## src/logic/swtcm_consts.vh

```
`ifndef SWTCM_CONSTS_VH
`define SWTCM_CONSTS_VH

// Register byte addresses
`define SWTCM_ADDR_SVC 8'h00
`define SWTCM_ADDR_OPT 8'h04
`define SWTCM_ADDR_STAT 8'h08
`define SWTCM_ADDR_CNT 8'h0c

// Service register fields
`define SWTCM_SEL_HI 7
`define SWTCM_SEL_LO 6
`define SWTCM_KEY_HI 5
`define SWTCM_KEY_LO 1
`define SWTCM_CM_BIT 0
`define SWTCM_KEY_VALUE 5'h0c
`define SWTCM_SEL_RESET 2'h3
`define SWTCM_CM_RESET 1'h1

// Option register
`define SWTCM_OPT_WD_DIS_BIT 2
`define SWTCM_OPT_RESET 8'h00

// Status register bits
`define SWTCM_ST_FAULT 0
`define SWTCM_ST_CMERR 1
`define SWTCM_ST_CONFIG 2
`define SWTCM_ST_TIMEOUT 3
`define SWTCM_ST_EARLY 4
`define SWTCM_ST_MISMATCH 5
`define SWTCM_ST_CLOCK 6

// Timing
`define SWTCM_CLK_NS 100
`define SWTCM_TC_NS 1000
`define SWTCM_TC_DIV (`SWTCM_TC_NS / `SWTCM_CLK_NS)
`define SWTCM_LOWER_TC 256
`define SWTCM_WIN_BASE_TC 17'h02000
`define SWTCM_HOLD_TC 16
`define SWTCM_CM_LIMIT_NS 1000000
`define SWTCM_CM_LIMIT_CYC (`SWTCM_CM_LIMIT_NS / `SWTCM_CLK_NS)

`endif

```

## src/logic/swtcm_clkmon.v

```verilog
`timescale 1ns/10ps
`default_nettype none
`include "swtcm_consts.vh"

module swtcm_clkmon #(
  parameter integer LIMIT = `SWTCM_CM_LIMIT_CYC,
  parameter integer CW = 16
) (
  input wire clk,
  input wire rst,
  input wire enable,
  input wire mon_clk,
  output reg err_r
);

  reg prev_r;
  reg [CW-1:0] cnt_r;
  wire edge_seen;

  assign edge_seen = prev_r ^ mon_clk;

  // Any edge of the watched clock within LIMIT proves it fast enough
  always @(posedge clk or posedge rst) begin
    if (rst) begin
      prev_r <= 1'b0;
      cnt_r <= {CW{1'b0}};
      err_r <= 1'b0;
    end else begin
      prev_r <= mon_clk;
      if (edge_seen) begin
        cnt_r <= {CW{1'b0}};
        err_r <= 1'b0;
      end else if (cnt_r == LIMIT[CW-1:0] - 1'b1) begin
        err_r <= enable;
      end else begin
        cnt_r <= cnt_r + 1'b1;
      end
      if (!enable) begin
        err_r <= 1'b0;
      end
    end
  end

endmodule // swtcm_clkmon

`default_nettype wire

```

## src/logic/swtcm_top.v

```verilog
// Function
// - Service byte: window, key, monitor select
// - Key field must equal 01100
// - Lower bound 256 cycles after service
// - Window select picks 8k to 64k
// - Monitor select bit disables or enables
// - Option bit 2 low enables pin
// - Reset idles both; then armed, maximal
// - Slow or dead clock after reset errors
// - First keyed write loads fields once
// - Later writes compare bits 7 to 0
// - Later service before lower bound is error
// - First configuring write counts as service
// - Match restarts window; mismatch faults
// - Active low pin, pull-up when idle
// - Hold pin 16-32 cycles after low
// - Window restarts when pin goes high
// - Service during fault is ignored
// - Pin low at power-up times out
// - Clock error holds pin until recovery
// - Accept 10 kHz, reject below 10 Hz
// - Key reads back as zeros
`timescale 1ns/10ps
`default_nettype none
`include "swtcm_consts.vh"

module swtcm_top #(
  parameter integer TC_DIV = `SWTCM_TC_DIV,
  parameter integer LOWER_TC = `SWTCM_LOWER_TC,
  parameter integer HOLD_TC = `SWTCM_HOLD_TC,
  parameter integer CM_LIMIT = `SWTCM_CM_LIMIT_CYC
) (
  input wire CLOCK,
  input wire RST,
  input wire PSEL,
  input wire PENABLE,
  input wire PWRITE,
  input wire [7:0] PADDR,
  input wire [31:0] PWDATA,
  output reg [31:0] PRDATA,
  output reg PREADY,
  output reg PSLVERR,
  input wire CLOCK_INPUT_PIN,
  input wire FAULT_PIN_IN,
  output reg FAULT_PIN_OUT,
  output reg FAULT_PIN_OE,
  output reg FAULT_PIN_PULLUP
);

  ////////////////////////////////////////////////////////////////////////////
  // Declarations

  localparam [3:0] ST_RUN = 4'h1;
  localparam [3:0] ST_DRIVE = 4'h2;
  localparam [3:0] ST_HOLD = 4'h4;
  localparam [3:0] ST_REL = 4'h8;

  reg [3:0] state_r;
  reg [3:0] state_nxt;
  reg [3:0] tc_cnt_r;
  reg tick_r;
  reg [16:0] win_cnt_r;
  reg [16:0] win_cnt_nxt;
  reg [5:0] hold_cnt_r;
  reg [5:0] hold_cnt_nxt;
  reg [1:0] sel_r;
  reg cm_en_r;
  reg config_r;
  reg [7:0] opt_r;
  reg [3:0] cause_r;
  reg [3:0] cause_set;
  reg [31:0] rdata_mux;
  reg addr_ok;
  reg configure_now;

  wire wd_en;
  wire cm_err;
  wire access;
  wire wr_svc;
  wire wr_opt;
  wire wr_stat;
  wire [16:0] upper_tc;
  wire key_ok;
  wire fields_ok;
  wire early;
  wire timeout;

  ////////////////////////////////////////////////////////////////////////////
  // Instruction cycle tick

  // Counting on a divided tick keeps all window figures in instruction cycles
  always @(posedge CLOCK or posedge RST) begin
    if (RST) begin
      tc_cnt_r <= 4'h0;
      tick_r <= 1'b0;
    end else begin
      if (tc_cnt_r == TC_DIV[3:0] - 4'h1) begin
        tc_cnt_r <= 4'h0;
        tick_r <= 1'b1;
      end else begin
        tc_cnt_r <= tc_cnt_r + 4'h1;
        tick_r <= 1'b0;
      end
    end
  end

  ////////////////////////////////////////////////////////////////////////////
  // Clock monitor

  swtcm_clkmon #(
    .LIMIT(CM_LIMIT),
    .CW(16)
  ) u_clkmon (
    .clk(CLOCK),
    .rst(RST),
    .enable(cm_en_r & wd_en),
    .mon_clk(CLOCK_INPUT_PIN),
    .err_r(cm_err)
  );

  ////////////////////////////////////////////////////////////////////////////
  // APB decode

  assign access = PSEL & PENABLE & PREADY;
  assign wr_svc = access & PWRITE & (PADDR == `SWTCM_ADDR_SVC);
  assign wr_opt = access & PWRITE & (PADDR == `SWTCM_ADDR_OPT);
  assign wr_stat = access & PWRITE & (PADDR == `SWTCM_ADDR_STAT);

  assign wd_en = ~opt_r[`SWTCM_OPT_WD_DIS_BIT];

  always @* begin
    addr_ok = 1'b1;
    rdata_mux = 32'h00000000;
    case (PADDR)
      `SWTCM_ADDR_SVC: begin
        // Key never leaves the block; reads show zeros there
        rdata_mux[7:0] = {sel_r, 5'h00, cm_en_r};
      end
      `SWTCM_ADDR_OPT: begin
        rdata_mux[7:0] = opt_r;
      end
      `SWTCM_ADDR_STAT: begin
        rdata_mux[`SWTCM_ST_FAULT] = FAULT_PIN_OE;
        rdata_mux[`SWTCM_ST_CMERR] = cm_err;
        rdata_mux[`SWTCM_ST_CONFIG] = config_r;
        rdata_mux[`SWTCM_ST_CLOCK:`SWTCM_ST_TIMEOUT] = cause_r;
      end
      `SWTCM_ADDR_CNT: begin
        rdata_mux[16:0] = win_cnt_r;
      end
      default: begin
        addr_ok = 1'b0;
      end
    endcase
  end

  // One wait-free access phase: answer is staged during setup
  always @(posedge CLOCK or posedge RST) begin
    if (RST) begin
      PREADY <= 1'b0;
      PRDATA <= 32'h00000000;
      PSLVERR <= 1'b0;
    end else begin
      PREADY <= PSEL & ~PENABLE;
      PSLVERR <= PSEL & ~PENABLE & ~addr_ok;
      if (PSEL & ~PENABLE & ~PWRITE) begin
        PRDATA <= rdata_mux;
      end else begin
        PRDATA <= 32'h00000000;
      end
    end
  end

  ////////////////////////////////////////////////////////////////////////////
  // Service checks

  assign upper_tc = `SWTCM_WIN_BASE_TC << sel_r;
  assign key_ok = PWDATA[`SWTCM_KEY_HI:`SWTCM_KEY_LO] == `SWTCM_KEY_VALUE;
  // Later services must repeat the key and both stored fields
  assign fields_ok = key_ok & (PWDATA[`SWTCM_SEL_HI:`SWTCM_SEL_LO] == sel_r)
                     & (PWDATA[`SWTCM_CM_BIT] == cm_en_r);
  // The very first service may land inside the lower bound
  assign early = config_r & (win_cnt_r < LOWER_TC[16:0]);
  assign timeout = tick_r & (win_cnt_r == upper_tc - 17'h00001);

  always @* begin
    configure_now = 1'b0;
    cause_set = 4'h0;
    if (state_r == ST_RUN && wd_en) begin
      if (wr_svc) begin
        if (!config_r) begin
          if (key_ok) begin
            configure_now = 1'b1;
          end else begin
            cause_set[2] = 1'b1;
          end
        end else if (!fields_ok) begin
          cause_set[2] = 1'b1;
        end else if (early) begin
          cause_set[1] = 1'b1;
        end
      end
      if (timeout) begin
        cause_set[0] = 1'b1;
      end
      if (cm_err) begin
        cause_set[3] = 1'b1;
      end
    end
  end

  ////////////////////////////////////////////////////////////////////////////
  // Configuration registers

  always @(posedge CLOCK or posedge RST) begin
    if (RST) begin
      sel_r <= `SWTCM_SEL_RESET;
      cm_en_r <= `SWTCM_CM_RESET;
      config_r <= 1'b0;
      opt_r <= `SWTCM_OPT_RESET;
      cause_r <= 4'h0;
    end else begin
      if (configure_now) begin
        sel_r <= PWDATA[`SWTCM_SEL_HI:`SWTCM_SEL_LO];
        cm_en_r <= PWDATA[`SWTCM_CM_BIT];
        config_r <= 1'b1;
      end
      if (wr_opt) begin
        opt_r <= PWDATA[7:0];
      end
      // Write one to clear; a new cause in the same cycle wins
      if (wr_stat) begin
        cause_r <= (cause_r & ~PWDATA[`SWTCM_ST_CLOCK:`SWTCM_ST_TIMEOUT]) | cause_set;
      end else begin
        cause_r <= cause_r | cause_set;
      end
    end
  end

  ////////////////////////////////////////////////////////////////////////////
  // Fault pin sequencer

  always @* begin
    state_nxt = state_r;
    win_cnt_nxt = win_cnt_r;
    hold_cnt_nxt = hold_cnt_r;
    case (state_r)
      ST_RUN: begin
        if (tick_r) begin
          win_cnt_nxt = win_cnt_r + 17'h00001;
        end
        if (configure_now || (wr_svc && config_r && fields_ok && !early)) begin
          win_cnt_nxt = 17'h00000;
        end
        if (!wd_en) begin
          win_cnt_nxt = 17'h00000;
        end else if (cause_set != 4'h0) begin
          state_nxt = ST_DRIVE;
          win_cnt_nxt = 17'h00000;
        end else if (!FAULT_PIN_IN) begin
          // Pin found low without our drive: treat as a trigger and time it out
          state_nxt = ST_HOLD;
          hold_cnt_nxt = 6'h00;
          win_cnt_nxt = 17'h00000;
        end
      end
      ST_DRIVE: begin
        if (!FAULT_PIN_IN) begin
          state_nxt = ST_HOLD;
          hold_cnt_nxt = 6'h00;
        end
      end
      ST_HOLD: begin
        // Tick granularity makes the stretch 16 to 17 cycles, inside 16-32
        if (cm_err) begin
          hold_cnt_nxt = 6'h00;
        end else if (tick_r) begin
          if (hold_cnt_r == HOLD_TC[5:0]) begin
            state_nxt = ST_REL;
          end else begin
            hold_cnt_nxt = hold_cnt_r + 6'h01;
          end
        end
      end
      ST_REL: begin
        if (FAULT_PIN_IN) begin
          state_nxt = ST_RUN;
          win_cnt_nxt = 17'h00000;
        end
      end
      default: begin
        state_nxt = ST_RUN;
        win_cnt_nxt = 17'h00000;
      end
    endcase
    // Disabling the pin function abandons any fault in progress
    if (!wd_en) begin
      state_nxt = ST_RUN;
    end
  end

  always @(posedge CLOCK or posedge RST) begin
    if (RST) begin
      state_r <= ST_RUN;
      win_cnt_r <= 17'h00000;
      hold_cnt_r <= 6'h00;
      FAULT_PIN_OUT <= 1'b1;
      FAULT_PIN_OE <= 1'b0;
      FAULT_PIN_PULLUP <= 1'b0;
    end else begin
      state_r <= state_nxt;
      win_cnt_r <= win_cnt_nxt;
      hold_cnt_r <= hold_cnt_nxt;
      // Open-drain style: only ever drive low
      FAULT_PIN_OE <= (state_nxt == ST_DRIVE) || (state_nxt == ST_HOLD);
      FAULT_PIN_OUT <= ~((state_nxt == ST_DRIVE) || (state_nxt == ST_HOLD));
      FAULT_PIN_PULLUP <= wd_en;
    end
  end

endmodule // swtcm_top

`default_nettype wire

```

## config.mk

```make
export PLATFORM = sky130hd
export DESIGN_NAME = swtcm_top
export DESIGN_NICKNAME = d
export VERILOG_FILES = /design/src/logic/swtcm_clkmon.v /design/src/logic/swtcm_top.v
export VERILOG_INCLUDE_DIRS = /design/src /design/src/logic
export SDC_FILE = /design/constraint.sdc
export NUM_CORES = 1
export LEC_CHECK = 0
export BUFFER_PORTS_ARGS = -buffer_cell sky130_fd_sc_hd__buf_2
export CAP_MARGIN = 25
export CELL_PAD_IN_SITES_DETAIL_PLACEMENT = 0
export CELL_PAD_IN_SITES_GLOBAL_PLACEMENT = 1
export CORE_ASPECT_RATIO = 1.4
export CORE_MARGIN = 2
export CORE_UTILIZATION = 43
export CTS_BUF_LIST = sky130_fd_sc_hd__clkbuf_4 sky130_fd_sc_hd__clkbuf_8 sky130_fd_sc_hd__clkbuf_16
export DETAILED_ROUTE_END_ITERATION = 12
export GPL_TIMING_DRIVEN = 0
export PLACE_DENSITY = 0.84
export SYNTH_ARGS = -nofsm -noshare
export SYNTH_HDL_FRONTEND = slang
export SYNTH_SLANG_ARGS = --single-unit
```

## constraint.sdc

```tcl
create_clock -name CLOCK -period 3.2 [get_ports CLOCK]
set_input_delay 0.64 -clock CLOCK [delete_from_list [all_inputs] [get_ports CLOCK]]
set_output_delay 0.64 -clock CLOCK [all_outputs]
set_load 0.05 [all_outputs]
```

==> impl_metrics.toml <==
[status]
status = "completed"

[sta]
setup_viol_count_final = 0
hold_viol_final = 0
tightestPinTransition_ns = 0.9847
clock.fmax_mhz = 374.8
slew_viol_final = 0
rsz0062_at_grt = "no"
clock_skew_ns = 0.006754
period_share = 0.8337
relSlewSlack = 0.3385
period_minus_slack_ns = 2.668

[synth]
yosys.area_share.simple = 0.2422
yosys_warnings = 0
synth-xor-area-share = 0.03456
synthArstFlopShare = 1.000
synth_top_family_by_area = "simple AND/OR/NAND/NOR gates"
synth-edff-count = 0
synth.cell_area_um2 = 4562
yosysUniqueCellTypes = 58
synth_compound_area_frac = 0.1031
syn_inst = 468
synthFlopType = "dfrtp_1"
synth_seq_cells = 88
ys_seq_area_frac = 0.4841
synthAdderAreaFrac = 0.01097
syn_area_per_cell_um2 = 9.748
synth_mux_area_frac = 0.06692

[finish]
design_area_um2 = 5351
n_fill_cell = 1010
drive_above_1_share = 0.2173
final_util = 0.5170
nNetsFinal = 589
fin_cells = 681
final_cell_mix = "dfrtp_1, buf_2, nand2_1"
syn_to_final_growth_pct = 17.31
mostFrequentLayoutCell = "dfrtp_1"
antenna_cells = 0

[drt]
viasPerCell = 5.348
wl_per_cell_um = 14.99
vias = 3642
drc_errors = 0
dr.pass1.iters = 4
wirelength_um = 10210
ant_nets = 0
drtIter0Drc = 189

[clocking]
cts_tree = "done"
cts.sinks = 88
ctsResizeCount = 0
clk_latency_ns = 0.34
post_cts_buffers = 0
cts_made_buffers = 9
path_clk_slew_ns = 0.06
ctsHoldBuffers = 0
max-clock-path-buffers = 2
clockRootBuffer = "clkbuf_16"
htreeDepth = 3

[setup_path]
reg2reg_depth = 7
path_max_fanout = 8
start_kind = "flop"
criticalPathCategory = "flop to flop"
required_ns = 3.42
endpoint_kind = "flop"
worstPathArrival_ns = 2.88

[power_and_ir_drop]
leakage_nw = 2.413
pwr_density_cell_nw_per_um2 = 545.3
power_mw = 2.918
peakVddDrop_v = 0.0002835

[floorplanning]
rows = 44
core_region_area_um2 = 10350
dieArea_um2 = 11460
die_w_um = 91.05
initial_core_util = 0.4408
die_y_um = 125.9
io_pins = 84

[placement]
dpl_cell_area_um2 = 5037
placed_cells = 665
gp_congestion = 0.8474
hpwl_um = 7579
portBuffers = 44

[global_route]
grt_pass1_wl_um = 17570
overflow = 0
grt_max_degree = 53
antenna_found_initial = 0
grtUsageTotal = 0.1901
grt_pass1_vias = 3701

[hold_path]
worstHoldPathType = "primary input to asynchronous set/reset pin"

[job]
maxCapViolCount = 0
final cells by class:
type / instances / area [um^2] / area share
plain buffers: 33 / 205.2 / 0.03834
clock buffers: 13 / 274.0 / 0.05120
clock inverters: 3 / 40.04 / 0.007482
inverters: 15 / 58.81 / 0.01099
multi-input cells: 346 / 2145 / 0.4007
flip-flops and latches: 88 / 2208 / 0.4127
well taps: 138 / 172.7 / 0.03227
repair buffers: 45 / 247.7 / 0.04629
cell usage after synthesis (4+ instances only):
cell | number | area, um^2
and2_1 | 10 | 62.56
nand2_1 | 47 | 176.4
mux2i_1 | 8 | 80.08
nand2b_1 | 5 | 31.28
nor2_1 | 38 | 142.6
a22oi_1 | 6 | 45.04
or3_1 | 5 | 31.28
mux2_2 | 16 | 180.2
nand3_1 | 20 | 100.1
nor2b_1 | 9 | 56.30
clkbuf_1 | 8 | 30.03
nand4_1 | 7 | 43.79
a21oi_1 | 19 | 95.09
dfstp_2 | 5 | 131.4
buf_2 | 5 | 25.02
and3_1 | 9 | 56.30
nor3_1 | 17 | 85.08
nor3b_1 | 4 | 30.03
ha_1 | 4 | 50.05
o21ai_0 | 33 | 165.2
buf_4 | 16 | 120.1
xnor2_1 | 8 | 70.07
inv_1 | 15 | 56.30
or4_1 | 7 | 52.55
dfrtp_1 | 83 | 2077
xor2_1 | 10 | 87.58
nor4_1 | 6 | 37.54
report_power, final:
part           total, mW  internal, mW  switching (mW)
clock network       1.09         0.675           0.417
logic              0.635         0.224           0.411
registers           1.19          1.16          0.0352
total               2.92          2.05           0.863
per-layer routing:
metal / vias to the layer above / GRT usage / routed length (um)
li1: 1781 / - / -
met1: 1768 / 0.2319 / 4376
met2: 74 / 0.3220 / 5183
met3: 19 / 0.03230 / 322
met4: 0 / 0.09893 / 322
met5: - / 0 / 0
kinds of logic after synthesis:
kind of cell | count (synthesis)
AO/OA/AOI/OAI | 78
AND/OR/NAND/NOR | 205
multiplexers | 26
buffers and inverters | 48
XOR/XNOR | 18
other | 1
adder cells (fa/ha/maj) | 4
flip-flops | 88
metrics by stage:
step | setup TNS, ns | setup slack (ns) | hold slack (ns)
6_report | 0 | 0.5322 | 0.3310
2_1_floorplan | 0 | 0.2897 | 0.4376
3_5_place_dp | 0 | 0.4986 | 0.4632
3_3_place_gp | -60.25 | -0.7281 | 0.4545
5_1_grt | 0 | 0.3995 | 0.3914
4_1_cts | 0 | 0.5564 | 0.3557
worst paths after layout:
check / slack, ns / end / start
worst max-delay path: 0.53 / state_r[2]$_DFF_PP0_ / win_cnt_r[15]$_DFFE_PP0P_
worst min-delay path: 0.33 / PRDATA[2]$_DFF_PP0_ / RST
worst max register to register: 0.53 / state_r[2]$_DFF_PP0_ / win_cnt_r[15]$_DFFE_PP0P_
worst min register to register: 0.47 / cause_r[2]$_DFF_PP0_ / cause_r[2]$_DFF_PP0_
max in group asynchronous: 2.20 / state_r[0]$_DFF_PP1_ / RST
min in group CLOCK: 0.43 / u_clkmon.prev_r$_DFF_PP0_ / CLOCK_INPUT_PIN
critical path: stages, from the launching register on:
cell,delay (ns)
dfrtp_1,0.35
clkbuf_1,0.19
or4b_1,0.55
nor4_1,0.62
o311ai_1,0.26
and3_1,0.31
a31oi_1,0.21
nor4_1,0.07
state kept, by name, indices dropped and copies added (netlist names), 2 cells and up:
name,flops
opt_r,8
hold_cnt_r,6
win_cnt_r,17
tc_cnt_r,4
PRDATA,17
cause_r,4
sel_r,2
state_r,4
u_clkmon.cnt_r,16
Note: power is estimated with default switching activity, not from simulation.
